<file path="src/core/dcbs_pkg.sv">
// Shared constants, types and register layout of the DMA channel bus sequencer
package dcbs_pkg;

  localparam int NCH = 4;
  localparam int NPIN = 2;

  // Register address map: channel registers at {1'b0, channel, sub}, status above them
  localparam logic [4:0] ADDR_STATUS = 5'h10;
  localparam logic [1:0] SUB_CTRL = 2'h0;
  localparam logic [1:0] SUB_COUNT = 2'h1;
  localparam logic [1:0] SUB_BLOCK = 2'h2;

  // Activation source encodings
  localparam logic [1:0] SRC_PERIPH = 2'h0;
  localparam logic [1:0] SRC_EDGE = 2'h1;
  localparam logic [1:0] SRC_LEVEL = 2'h2;
  localparam logic [1:0] SRC_AUTO = 2'h3;

  // Least number of states between a request on the pin and the first transfer cycle
  localparam logic [2:0] PIN_MIN_STATES = 3'h4;
  localparam logic [2:0] DLY_ONE = 3'h1;

  localparam logic [15:0] COUNT_ONE = 16'h0001;
  localparam logic [7:0] BLK_ONE = 8'h01;
  localparam logic [15:0] RDATA_ZERO = 16'h0000;

  typedef enum logic [2:0] {
    S_IDLE,
    S_REQ,
    S_DEAD,
    S_READ,
    S_WRITE,
    S_REL
  } dcbs_state_e;

  // Channel control register, bit 0 upward: xfer_enable, master_enable, end_irq_enable,
  // source, burst, block, full (full is honoured on the A channel of a pair)
  typedef struct packed {
    logic full;
    logic block;
    logic burst;
    logic [1:0] src;
    logic end_irq_enable;
    logic master_enable;
    logic xfer_enable;
  } dcbs_ctrl_s;

  typedef struct packed {
    dcbs_ctrl_s ctrl;
    logic [15:0] count;
    logic [7:0] blk_init;
    logic [7:0] blk_cnt;
    logic pend;
  } dcbs_chan_s;

  localparam dcbs_chan_s CHAN_RESET = '0;

  // Bus cycle indication towards the bus controller
  typedef struct packed {
    logic dead;
    logic rd;
    logic wr;
    logic [1:0] chan;
  } dcbs_cyc_s;

  localparam dcbs_cyc_s CYC_IDLE = '0;

endpackage

</file>
<file path="src/core/dcbs_top.sv">
// DMA channel bus sequencer: arbitration, bus ownership, request sampling and end interrupts
`timescale 1ns/10ps

module dcbs_top (
  input wire logic core_clk,
  input wire logic rst_n,
  input wire logic [4:0] reg_addr,
  input wire logic [15:0] reg_wdata,
  input wire logic reg_wr,
  input wire logic reg_rd,
  output logic [15:0] reg_rdata,
  input wire logic [3:0] periph_req,
  input wire logic [1:0] dma_request_n,
  input wire logic ext_bus_request_n,
  input wire logic refresh_req,
  input wire logic nmi,
  input wire logic standby,
  input wire logic bus_grant,
  input wire logic cyc_done,
  output logic bus_req,
  output dcbs_pkg::dcbs_cyc_s cyc,
  output logic [1:0] transfer_end_n,
  output logic end_irq_ch0a,
  output logic end_irq_ch0b,
  output logic end_irq_ch1a,
  output logic end_irq_ch1b
);

  ////////////////////////////////////////////////////////////////////////////////
  // Reset release

  logic rst_meta;
  logic rst_sync_n;

  always_ff @(posedge core_clk or negedge rst_n) begin
    if (!rst_n) begin
      rst_meta <= 1'b0;
      rst_sync_n <= 1'b0;
    end else begin
      rst_meta <= 1'b1;
      rst_sync_n <= rst_meta;
    end
  end

  ////////////////////////////////////////////////////////////////////////////////
  // Shared per-channel terms

  dcbs_pkg::dcbs_chan_s chan [dcbs_pkg::NCH];
  dcbs_pkg::dcbs_chan_s next_chan [dcbs_pkg::NCH];
  dcbs_pkg::dcbs_state_e state;
  dcbs_pkg::dcbs_state_e next_state;
  logic [1:0] cur;
  logic [1:0] next_cur;
  logic [3:0] run;
  logic [3:0] elig;
  logic [3:0] irq_d;
  logic [1:0] full;
  logic [1:0] pin_ch;
  logic [1:0] pin_fire;
  logic bus_busy;
  logic ev_rd_done;
  logic ev_wr_done;
  logic blk_last;
  logic xfer_last;

  for (genvar p = 0; p < dcbs_pkg::NPIN; p++) begin : g_pair
    assign full[p] = chan[2 * p].ctrl.full;
    // The pin serves the B channel in short mode and the merged channel in full mode
    assign pin_ch[p] = full[p] ? 1'b0 : 1'b1;
  end

  for (genvar g = 0; g < dcbs_pkg::NCH; g++) begin : g_chan
    if (g % 2 == 0) begin : g_a
      assign run[g] = chan[g].ctrl.xfer_enable &
                      (!full[g / 2] | chan[g].ctrl.master_enable);
      assign irq_d[g] = !chan[g].ctrl.xfer_enable & chan[g].ctrl.end_irq_enable;
    end else begin : g_b
      assign run[g] = chan[g].ctrl.xfer_enable & !full[g / 2];
      assign irq_d[g] = !chan[g].ctrl.xfer_enable & chan[g].ctrl.end_irq_enable &
                        !full[g / 2];
    end
    assign elig[g] = chan[g].pend & run[g];
  end

  assign bus_busy = (state == dcbs_pkg::S_DEAD) || (state == dcbs_pkg::S_READ) ||
                    (state == dcbs_pkg::S_WRITE);
  assign ev_rd_done = (state == dcbs_pkg::S_READ) && cyc_done;
  assign ev_wr_done = (state == dcbs_pkg::S_WRITE) && cyc_done;
  assign blk_last = chan[cur].ctrl.block && (chan[cur].blk_cnt == dcbs_pkg::BLK_ONE);
  assign xfer_last = chan[cur].ctrl.block ? blk_last : (chan[cur].count == dcbs_pkg::COUNT_ONE);

  ////////////////////////////////////////////////////////////////////////////////
  // Request pin sampling

  logic [1:0] pin_prev;
  logic [1:0] samp_en;
  logic [1:0] dly_busy;
  logic [2:0] dly_cnt [dcbs_pkg::NPIN];
  logic [1:0] next_pin_prev;
  logic [1:0] next_samp_en;
  logic [1:0] next_dly_busy;
  logic [2:0] next_dly_cnt [dcbs_pkg::NPIN];

  always_comb begin
    logic [1:0] ch;
    logic ext_src;
    logic detect;
    ch = 2'h0;
    ext_src = 1'b0;
    detect = 1'b0;
    for (int p = 0; p < dcbs_pkg::NPIN; p++) begin
      ch = {p[0], pin_ch[p]};
      ext_src = (chan[ch].ctrl.src == dcbs_pkg::SRC_EDGE) ||
                (chan[ch].ctrl.src == dcbs_pkg::SRC_LEVEL);
      next_pin_prev[p] = dma_request_n[p];
      next_samp_en[p] = samp_en[p];
      next_dly_busy[p] = dly_busy[p];
      next_dly_cnt[p] = dly_cnt[p];
      pin_fire[p] = 1'b0;
      detect = samp_en[p] && !dma_request_n[p] &&
               ((chan[ch].ctrl.src == dcbs_pkg::SRC_LEVEL) || pin_prev[p]);
      if (dly_busy[p]) begin
        next_dly_cnt[p] = dly_cnt[p] + dcbs_pkg::DLY_ONE;
        if (dly_cnt[p] == dcbs_pkg::PIN_MIN_STATES) begin
          pin_fire[p] = 1'b1;
          next_dly_busy[p] = 1'b0;
        end
      end else if (detect && ext_src && run[ch]) begin
        next_dly_busy[p] = 1'b1;
        next_dly_cnt[p] = dcbs_pkg::DLY_ONE;
        next_samp_en[p] = 1'b0;
      end
      if (bus_busy && (cur == ch)) begin
        if (ev_rd_done && !chan[ch].ctrl.block) begin
          next_samp_en[p] = 1'b1;
        end
        if (ev_wr_done && blk_last) begin
          next_samp_en[p] = 1'b1;
        end
      end
      if (!run[ch] || !ext_src || standby) begin
        next_samp_en[p] = 1'b1;
        next_dly_busy[p] = 1'b0;
      end
    end
  end

  always_ff @(posedge core_clk or negedge rst_sync_n) begin
    if (!rst_sync_n) begin
      pin_prev <= 2'h3;
      samp_en <= 2'h3;
      dly_busy <= 2'h0;
      for (int p = 0; p < dcbs_pkg::NPIN; p++) begin
        dly_cnt[p] <= 3'h0;
      end
    end else begin
      pin_prev <= next_pin_prev;
      samp_en <= next_samp_en;
      dly_busy <= next_dly_busy;
      for (int p = 0; p < dcbs_pkg::NPIN; p++) begin
        dly_cnt[p] <= next_dly_cnt[p];
      end
    end
  end

  ////////////////////////////////////////////////////////////////////////////////
  // Bus sequencer

  dcbs_pkg::dcbs_cyc_s next_cyc;
  logic next_bus_req;
  logic [1:0] next_transfer_end_n_n;

  always_comb begin
    logic [1:0] pick;
    logic yield;
    logic higher;
    logic nmi_hit;
    logic hold_mode;
    logic [3:0] hp_mask;
    pick = 2'h0;
    for (int c = dcbs_pkg::NCH - 1; c >= 0; c--) begin
      if (elig[c]) begin
        pick = c[1:0];
      end
    end
    hp_mask = 4'((4'h1 << cur) - 4'h1);
    higher = |(elig & hp_mask);
    yield = !ext_bus_request_n || refresh_req;
    nmi_hit = nmi && full[cur[1]];
    hold_mode = chan[cur].ctrl.block ||
                ((chan[cur].ctrl.src == dcbs_pkg::SRC_AUTO) && chan[cur].ctrl.burst);
    next_state = state;
    next_cur = cur;
    case (state)
      dcbs_pkg::S_IDLE: begin
        if (|elig) begin
          next_state = dcbs_pkg::S_REQ;
        end
      end
      dcbs_pkg::S_REQ: begin
        if (!(|elig)) begin
          next_state = dcbs_pkg::S_IDLE;
        end else if (bus_grant) begin
          next_cur = pick;
          next_state = dcbs_pkg::S_DEAD;
        end
      end
      dcbs_pkg::S_DEAD: begin
        // A channel halted while waiting for the bus costs only this dead state
        next_state = run[cur] ? dcbs_pkg::S_READ : dcbs_pkg::S_REL;
      end
      dcbs_pkg::S_READ: begin
        if (cyc_done) begin
          next_state = dcbs_pkg::S_WRITE;
        end
      end
      dcbs_pkg::S_WRITE: begin
        if (cyc_done) begin
          if (hold_mode && run[cur] && !nmi_hit && !xfer_last && !yield && !higher) begin
            next_state = dcbs_pkg::S_READ;
          end else begin
            next_state = dcbs_pkg::S_REL;
          end
        end
      end
      default: begin
        next_state = dcbs_pkg::S_IDLE;
      end
    endcase
    if (standby) begin
      next_state = dcbs_pkg::S_IDLE;
    end
    next_bus_req = (next_state == dcbs_pkg::S_REQ) || (next_state == dcbs_pkg::S_DEAD) ||
                   (next_state == dcbs_pkg::S_READ) || (next_state == dcbs_pkg::S_WRITE);
    next_cyc.chan = next_cur;
    next_cyc.dead = next_state == dcbs_pkg::S_DEAD;
    next_cyc.rd = next_state == dcbs_pkg::S_READ;
    next_cyc.wr = next_state == dcbs_pkg::S_WRITE;
    next_transfer_end_n_n = 2'h3;
    if ((next_state == dcbs_pkg::S_WRITE) &&
        ((chan[next_cur].ctrl.src == dcbs_pkg::SRC_EDGE) ||
         (chan[next_cur].ctrl.src == dcbs_pkg::SRC_LEVEL)) && xfer_last) begin
      next_transfer_end_n_n[next_cur[1]] = 1'b0;
    end
  end

  always_ff @(posedge core_clk or negedge rst_sync_n) begin
    if (!rst_sync_n) begin
      state <= dcbs_pkg::S_IDLE;
      cur <= 2'h0;
      bus_req <= 1'b0;
      cyc <= dcbs_pkg::CYC_IDLE;
      transfer_end_n <= 2'h3;
    end else begin
      state <= next_state;
      cur <= next_cur;
      bus_req <= next_bus_req;
      cyc <= next_cyc;
      transfer_end_n <= next_transfer_end_n_n;
    end
  end

  ////////////////////////////////////////////////////////////////////////////////
  // Channel registers, counters, pending requests and register port

  logic [15:0] next_rdata;

  always_comb begin
    logic wr_hit;
    logic mine;
    logic pin_hit;
    wr_hit = 1'b0;
    mine = 1'b0;
    pin_hit = 1'b0;
    for (int c = 0; c < dcbs_pkg::NCH; c++) begin
      next_chan[c] = chan[c];
      mine = ev_wr_done && (cur == c[1:0]);
      pin_hit = pin_fire[c / 2] && (pin_ch[c / 2] == c[0]);
      if (mine) begin
        if (chan[c].ctrl.block) begin
          next_chan[c].blk_cnt = chan[c].blk_cnt - dcbs_pkg::BLK_ONE;
          if (blk_last) begin
            next_chan[c].blk_cnt = chan[c].blk_init;
            next_chan[c].count = chan[c].count - dcbs_pkg::COUNT_ONE;
            next_chan[c].pend = 1'b0;
            if (chan[c].count == dcbs_pkg::COUNT_ONE) begin
              next_chan[c].ctrl.xfer_enable = 1'b0;
            end
          end
        end else begin
          next_chan[c].count = chan[c].count - dcbs_pkg::COUNT_ONE;
          next_chan[c].pend = 1'b0;
          if (chan[c].count == dcbs_pkg::COUNT_ONE) begin
            next_chan[c].ctrl.xfer_enable = 1'b0;
          end
        end
      end
      // Writes are refused while the sequencer owns the bus for a transfer
      wr_hit = reg_wr && !bus_busy && !reg_addr[4] && (reg_addr[3:2] == c[1:0]);
      if (wr_hit) begin
        // Each register part is an independent access; software updates only halted channels
        if (reg_addr[1:0] == dcbs_pkg::SUB_CTRL) begin
          next_chan[c].ctrl = dcbs_pkg::dcbs_ctrl_s'(reg_wdata[7:0]);
        end else if (reg_addr[1:0] == dcbs_pkg::SUB_COUNT) begin
          next_chan[c].count = reg_wdata;
        end else if (reg_addr[1:0] == dcbs_pkg::SUB_BLOCK) begin
          next_chan[c].blk_init = reg_wdata[7:0];
          next_chan[c].blk_cnt = reg_wdata[7:0];
        end
      end
      if ((c % 2 == 0) && nmi && full[c / 2]) begin
        next_chan[c].ctrl.master_enable = 1'b0;
      end
      if (!run[c]) begin
        next_chan[c].pend = 1'b0;
      end else begin
        // Sets come last so a request in the clearing cycle is kept
        if (chan[c].ctrl.src == dcbs_pkg::SRC_AUTO) begin
          next_chan[c].pend = 1'b1;
        end
        if ((chan[c].ctrl.src == dcbs_pkg::SRC_PERIPH) && periph_req[c]) begin
          next_chan[c].pend = 1'b1;
        end
        if (pin_hit) begin
          next_chan[c].pend = 1'b1;
        end
      end
      if (standby) begin
        next_chan[c] = dcbs_pkg::CHAN_RESET;
      end
    end
    next_rdata = dcbs_pkg::RDATA_ZERO;
    if (reg_rd && !bus_busy) begin
      if (reg_addr == dcbs_pkg::ADDR_STATUS) begin
        next_rdata = {1'b0, state, samp_en, cur, run, elig};
      end else if (!reg_addr[4]) begin
        if (reg_addr[1:0] == dcbs_pkg::SUB_CTRL) begin
          next_rdata = {8'h00, chan[reg_addr[3:2]].ctrl};
        end else if (reg_addr[1:0] == dcbs_pkg::SUB_COUNT) begin
          next_rdata = chan[reg_addr[3:2]].count;
        end else if (reg_addr[1:0] == dcbs_pkg::SUB_BLOCK) begin
          next_rdata = {chan[reg_addr[3:2]].blk_cnt, chan[reg_addr[3:2]].blk_init};
        end
      end
    end
  end

  always_ff @(posedge core_clk or negedge rst_sync_n) begin
    if (!rst_sync_n) begin
      for (int c = 0; c < dcbs_pkg::NCH; c++) begin
        chan[c] <= dcbs_pkg::CHAN_RESET;
      end
      reg_rdata <= dcbs_pkg::RDATA_ZERO;
      end_irq_ch0a <= 1'b0;
      end_irq_ch0b <= 1'b0;
      end_irq_ch1a <= 1'b0;
      end_irq_ch1b <= 1'b0;
    end else begin
      for (int c = 0; c < dcbs_pkg::NCH; c++) begin
        chan[c] <= next_chan[c];
      end
      reg_rdata <= next_rdata;
      // Interrupt levels follow the enables one cycle later
      end_irq_ch0a <= irq_d[0];
      end_irq_ch0b <= irq_d[1];
      end_irq_ch1a <= irq_d[2];
      end_irq_ch1b <= irq_d[3];
    end
  end

endmodule

</file>
<file path="config.mk">
export PLATFORM = sky130hd
export DESIGN_NAME = dcbs_top
export DESIGN_NICKNAME = d
export VERILOG_FILES = /design/src/core/dcbs_pkg.sv /design/src/core/dcbs_top.sv
export SDC_FILE = /design/constraint.sdc
export NUM_CORES = 1
export LEC_CHECK = 0
export BUFFER_PORTS_ARGS = -buffer_cell sky130_fd_sc_hd__buf_2
export CORE_MARGIN = 5
export CORE_UTILIZATION = 50
export CTS_CLUSTER_DIAMETER = 30
export DETAILED_ROUTE_END_ITERATION = 7
export PLACE_DENSITY = 0.67
export RECOVER_POWER = 100
export SYNTH_ARGS = -nofsm -noshare
export SYNTH_HDL_FRONTEND = slang
export SYNTH_SLANG_ARGS = --single-unit
export TNS_END_PERCENT = 50
</file>
<file path="constraint.sdc">
create_clock -name core_clk -period 7.7 [get_ports core_clk]
set_clock_uncertainty 0.1 [all_clocks]
set_input_delay 0.385 -clock core_clk [delete_from_list [all_inputs] [get_ports core_clk]]
set_output_delay 0.385 -clock core_clk [all_outputs]
set_load 0.02 [all_outputs]
</file>
==> summary.txt, run 1 <==
Status
  – Status: finished with violations
  – Failing checks: max-capacitance violations, max-slew violations

Setup path
  – CP Max Fanout: 22
  – R2R Path End: chan[22]
  – CP Class: reg2reg
  – Worst Reg-to-Reg Cells: 8
  – Worst R2R Setup Slack: 2.76 ns
  – Startpoint types: flip-flop
  – Critical Path AT: 5.29 ns
  – WP data required: 8.06 ns
  – Reg-to-reg critical path startpoint: cur[1]
  – Setup crit end kind: flip-flop

Power and ir drop
  – Cell Int Power: 2.783 mW
  – Static Leak: 6.155 nW
  – Clock share of power: 64.1%
  – Total power: 3.614 mW
  – Power Density: 240.8 nW/um^2
  – Net Sw Frac: 22.99%
  – Switch Pwr: 0.8308 mW
  – Comb power frac: 4.5%
  – VDD IR max: 0.1882 mV
  – Reg power frac: 31.4%

Route
  – ANT nets after route: 0
  – Total number of vias: 11,980
  – WL per Instance: 24.36 um
  – # DRC: 0
  – First-pass DRT Iterations: 6
  – Initial DRC Count: 1,732
  – Vias per cell: 6.603
  – Final WL: 44,190 um

Placed design
  – # port buffers: 64
  – DP HPWL: 29,900 um
  – Placer Congestion: 0.9735
  – Placed Instance Area: 13,210 um^2
  – Setup WS pre-CTS: 4.010 ns
  – Placed insts: 1,712

Floorplan
  – Starting Density: 50.67%
  – Boundary Pins: 65
  – Height of the die: 169.5 um
  – Core area: 25,110 um^2
  – Core Rows: 58
  – Die ar.: 28,740 um^2
  – Die width: 169.5 um

Clock network
  – Max H-tree Level: 2
  – Root buf cell: clkbuf_16
  – CTS Buffer Depth: 3
  – CTS sink cnt: 209
  – Cts bufs inserted: 53
  – Clk pin slew, worst setup/hold paths: 0.05 ns
  – TritonCTS clock tree: yes
  – Worst-Skew Late Latency: 0.56 ns

Timing
  – Slew Limit Fails: 269
  – Final hold vios: 0
  – Fin crit period: 4.937 ns
  – Rel. slew slack: -125.5%
  – Post-route setup TNS: 0 ns
  – RSZ-0062 raised after global routing: no
  – Final setup viols: 0
  – Final worst slack: 2.763 ns
  – Maximum clock frequency: 202.5 MHz
  – WHS: 0.04500 ns
  – Final Cycle Share: 64.12%
  – Least-Margin Pin Slew: 3.382 ns

Synth
  – Mapped Nets: 1,458
  – Avg Cell Area, Syn: 9.068 um^2
  – Main synth FF type: dfrtp_1
  – Synth Register Bits: 209
  – Seq/Total Area, Yosys: 41.17%
  – Top-count cell post-synth: dfrtp_1
  – Synth async-reset ratio: 100.0%
  – Post-synthesis cell type count: 68
  – Top cells by area, synth: dfrtp_1 (40%), mux4_2 (7.4%), nand2_1 (5.4%)
  – Synth top cells by count: dfrtp_1 (203), nand2_1 (184), a21oi_1 (130)
  – Cell area after synthesis: 12,720 um^2
  – Post-synth EDFFs: 0
  – Post-Synthesis Cells: 1,403
  – Top cell type's share of synthesized area: 39.93%
  – Cell taking the most area after synthesis: dfrtp_1
  – Ys Warns: 0

Finish
  – Nets: 1,495
  – Fillcell total: 2,157
  – N_diodes: 0
  – Design area: 15,010 um^2
  – Layout cells sized above 1: 13.41%
  – Fin util: 59.78%
  – P&R area growth vs syn: 17.99%
  – Non-Filler Instances: 1,814

GRT
  – Initial antenna violation count: 0
  – Largest net degree at the start of global routing: 81
  – Total track usage: 30.56%
  – Total gr overflow: 0
  – Vias in the first global route: 11,480
  – First-pass GRT wire length: 68,610 um

Worst hold path
  – HP Start: nmi
  – Hold depth: 2
  – Hold path endpoint: chan[75]
  – Worst hold path type: in2reg

Run
  – Max Cap Viol: 7
-- cells by family after synthesis --
logic type / after synthesis / share of synthesized area (%)
adders and majority gates: 18 / 1.770
buffers and inverters: 131 / 3.875
and+or+nand+nor: 550 / 20.97
DFF: 209 / 41.17
xor gates and xnor gates: 60 / 4.131
muxes: 65 / 9.274
other: 1 / 0.02948
AOI/OAI and AO/OA: 369 / 18.78
-- routing by layer --
metal	global-route usage, %	routed length (um)	up-vias
met2	45.25	19520	711
met1	43.68	17910	5860
met3	6.732	4826	140
met5	0	0	-
met4	12.81	1933	0
li1	-	-	5267
-- flip-flops by register name, summed over array words and instances, names as in the netlist, 2 cells and up --
signal,flops
chan,164
reg_rdata,16
dly_cnt,6
cyc,3
state,3
cur,2
dly_busy,2
pin_prev,2
samp_en,2
transfer_end_n,2
-- worst max-delay path, stage by stage (launching register included) --
cell and delay (ns):
dfrtp_1 0.79, nor2_1 0.22, and4_1 0.24, o41ai_1 1.43, clkbuf_1 0.99, a21boi_0 0.55, nand3_1 0.21, xor2_1 0.08
a211oi_1 0.25
-- cell type report --
cell class	instances	area [um^2]	share of cell area [%]
multi-input cells	1063	6959	46.36
flip-flops and latches	209	5238	34.89
repair buffers	82	405.4	2.701
well taps	330	412.9	2.751
clock inverters	31	384.1	2.559
inverters	31	116.4	0.7752
clock buffers	68	1495	9.961
-- repair_timing --
item                      CTS  global route
hold buffers                3             0
buffers inserted            0             0
gates resized for setup     0             0
hold endpoints to repair    4             0
-- placed cells by master, fill, tap and decap left out, drive strengths merged, types with 6 or more instances in the layout --
cell    instances
and3           11
clkbuf        105
o21ai          68
o22ai           8
nor2          118
a211oi         57
dfrtp         203
xnor2          35
nand2b         16
o211ai         10
dfstp           6
a22oi          13
or3            25
inv            31
a311oi         17
nor2b          16
nor3           46
a22o            6
mux2i          20
clkinv         19
ha             18
mux4           42
a31oi           8
and2            8
bufinv          8
a221oi          6
nor4           18
buf            42
a21oi         130
nand2         184
nor3b          15
nand4          10
xor2           25
nand3          48
nand3b          9
or4            10
-- how the worst max path moves through the flow --
stage	startpoint	end	slack (ns)	cells past startpoint
floorplan	rst_sync_n	bus_req	1.36	0
global placement	cur[1]	chan[106]	4.09	7
detailed placement	cur[1]	chan[114]	4.01	6
CTS	cur[1]	chan[106]	4.00	7
global route	rst_sync_n	chan[118]	2.14	1
finish	cur[1]	chan[22]	2.76	8
-- power groups by stage --
| stage | combinational [mW] | sequential [mW] | clock [mW] |
|---|---|---|---|
| after CTS | 0.162 | 1.13 | 2.33 |
| after global placement | 0.159 | 1.15 | 0 |
| after global routing | 0.176 | 1.13 | 2.40 |
| after detailed placement | 0.160 | 1.15 | 0 |
| after floorplan | 0.0932 | 1.15 | 0 |
| final | 0.164 | 1.13 | 2.32 |
Note: power is estimated with default switching activity, not from simulation.
==> inputs of run 2 (changes only) <==
--- a/config.mk
+++ b/config.mk
@@ -10,7 +10,7 @@
 export CORE_UTILIZATION = 50
 export CTS_CLUSTER_DIAMETER = 30
 export DETAILED_ROUTE_END_ITERATION = 7
-export PLACE_DENSITY = 0.67
+export PLACE_DENSITY = 0.7
 export RECOVER_POWER = 100
 export SYNTH_ARGS = -nofsm -noshare
 export SYNTH_HDL_FRONTEND = slang
==> constraint.sdc (replaced) <==
create_clock -name core_clk -period 4.4 [get_ports core_clk]
set_clock_uncertainty 0.1 [all_clocks]
set_input_delay 0.22 -clock core_clk [delete_from_list [all_inputs] [get_ports core_clk]]
set_output_delay 0.22 -clock core_clk [all_outputs]
set_load 0.02 [all_outputs]
==> summary.txt, run 2 (synthesized netlist as in run 1, its figures left out) <==
Setup path
  – WP data required: 4.76 ns (-3.30 ns)
  – Setup crit end kind: flip-flop
  – CP Class: reg2reg
  – CP bufs+invs: 1 (unchanged)
  – Startpoint types: flip-flop
  – Critical Path AT: 4.09 ns (-1.20 ns)
  – Cell family with the largest share of critical-path delay: compound AO/OA/AOI/OAI gates
  – Cells along the critical path: clkbuf_1 > and3_1 > a21boi_0 > nand3b_1 > xor2_1 > a211oi_1
  – CP Max Fanout: 19 (-14%)
  – CP max stage delay: 1.05 ns (-0.38 ns)
  – Critical-path top delay cell: a21boi_0

Placed design
  – Placer Congestion: 1.009 (+3.6%)
  – DP HPWL: 30,380 um (+1.6%)
  – # port buffers: 64 (unchanged)
  – Placed insts: 1,719 (+0.41%)
  – Setup WS pre-CTS: 1.220 ns (-2.790 ns)

Timing
  – WHS: 0.03591 ns (-0.009093 ns)
  – Rel. slew slack: 13.00% (+140 points)
  – Maximum clock frequency: 267.7 MHz (+32%)
  – Slew Limit Fails: 0 (-100%)
  – Least-Margin Pin Slew: 1.293 ns (-2.089 ns)
  – Post-route setup TNS: 0 ns (unchanged)
  – Final setup viols: 0 (unchanged)
  – Final hold vios: 0 (unchanged)
  – Final worst slack: 0.6647 ns (-2.098 ns)
  – RSZ-0062 raised after global routing: no
  – Final Cycle Share: 84.89% (+21 points)
  – Fin crit period: 3.735 ns (-1.202 ns)

Finish
  – Most common cell after layout, fill and taps aside: dfrtp_1
  – Register Area: 5241 um^2 (about the same)
  – Most frequent cells in the layout: dfrtp_1 (202), nand2_1 (184), a21oi_1 (130), nor2_1 (118), o21ai_0 (67)
  – Top reg by flops: chan
  – N_diodes: 0 (unchanged)
  – P&R area growth vs syn: 19.50%
  – Nets: 1,514 (+1.3%)
  – Layout cells sized above 1: 13.98% (+0.57 points)
  – Fillcell total: 2,145 (-0.56%)
  – Area occupied by multi-input gates: 7003 um^2 (+0.63%)
  – Non-Filler Instances: 1,832 (+0.99%)
  – Largest registers: chan (164), reg_rdata (16), dly_cnt (6)
  – Largest register FFs: 164 (unchanged)

Floorplan
  – Core Rows: 58 (unchanged)
  – Height of the die: 169.5 um (unchanged)
  – Die width: 169.5 um (unchanged)
  – Boundary Pins: 65 (unchanged)
  – Starting Density: 50.67% (unchanged)
  – Core area: 25,110 um^2 (unchanged)
  – Die ar.: 28,740 um^2 (unchanged)

Clock network
  – Hold_buf cts: 16 (+13)
  – Root buf cell: clkbuf_16
  – Max H-tree Level: 2 (unchanged)
  – Clk pin slew, worst setup/hold paths: 0.05 ns (about the same)
  – Cts bufs inserted: 52 (-1.9%)
  – Worst-Skew Late Latency: 0.56 ns (about the same)
  – TritonCTS clock tree: yes
  – CTS Buffer Depth: 3 (unchanged)
  – Post_cts resized: 0 (unchanged)
  – Post-CTS Setup Repair Bufs: 0 (unchanged)
  – CTS sink cnt: 209 (unchanged)

GRT
  – Initial antenna violation count: 0 (unchanged)
  – Vias in the first global route: 11,570 (+0.76%)
  – First-pass GRT wire length: 68,090 um (-0.75%)
  – Total track usage: 30.33% (-0.23 points)
  – Largest net degree at the start of global routing: 97 (+20%)
  – Total gr overflow: 0 (unchanged)

Power and ir drop
  – Power Density: 410.8 nW/um^2 (+71%)
  – VDD IR max: 0.3398 mV (+81%)
  – Static Leak: 6.234 nW (+1.3%)

Route
  – WL per Instance: 24.02 um (-1.4%)
  – First-pass DRT Iterations: 6 (unchanged)
  – Vias per cell: 6.599 (about the same)
  – Final WL: 44,000 um (-0.43%)
  – Initial DRC Count: 1,727 (-0.29%)
  – # DRC: 0 (unchanged)
  – ANT nets after route: 0 (unchanged)
  – Total number of vias: 12,090 (+0.94%)

Status
  – Status: complete, no violations

Worst hold path
  – Worst hold path type: in2reg

Run
  – Max Cap Viol: 0 (-7)
run 2: worst reg2reg max path, cell delays in order, from the launching register on:
cell and delay, ns:
dfrtp_1 0.44, clkbuf_1 0.84, and3_1 0.48, a21boi_0 1.05, nand3b_1 0.25, xor2_1 0.23, a211oi_1 0.25
run 2: layer usage:
metal | GRT usage (%) | vias to the layer above | share of wire (%)
met4 | 12.60 | 0 | 4.5
met1 | 41.78 | 5909 | 39
met5 | 0 | - | 0
met3 | 7.524 | 135 | 11
li1 | - | 5301 | -
met2 | 46.14 | 745 | 45
run 2: metrics by stage:
step / utilization [%] / instance area [um^2] / power [mW]
floorplan: - / 12720 / 2.177
global placement: 52.89 / 13280 / 2.290
detailed placement: 52.89 / 13280 / 2.293
CTS: 60.85 / 15280 / 6.251
global route: 60.55 / 15200 / 6.392
finish: 60.55 / 15200 / 6.246
run 2: layout make-up:
class	count	area share (%)
repair buffers	102	3.893
well taps	330	2.716
inverters	31	0.7654
flip-flops and latches	209	34.47
clock inverters	39	3.119
multi-input cells	1063	46.06
clock buffers	58	8.970
run 2: power by group:
group          switching [mW]  total [mW]  internal (mW)
clock                    1.30        3.97           2.67
combinational           0.203       0.297         0.0947
sequential             0.0368        1.98           1.94
run 2: path summary, 6_finish.rpt:
| kind | slack, ns | start | end | depth (start not counted) |
|---|---|---|---|---|
| worst max-delay path | 0.66 | cur[0] | chan[102] | 6 |
| worst min-delay path | 0.04 | periph_req[0] | chan[123] | 4 |
| worst max register to register | 0.66 | cur[0] | chan[102] | 6 |
| worst min register to register | 0.24 | rst_meta | rst_sync_n | 0 |
| max in group asynchronous | 2.14 | rst_sync_n | chan[45] | 1 |
| min in group asynchronous | 0.40 | rst_sync_n | chan[138] | 0 |
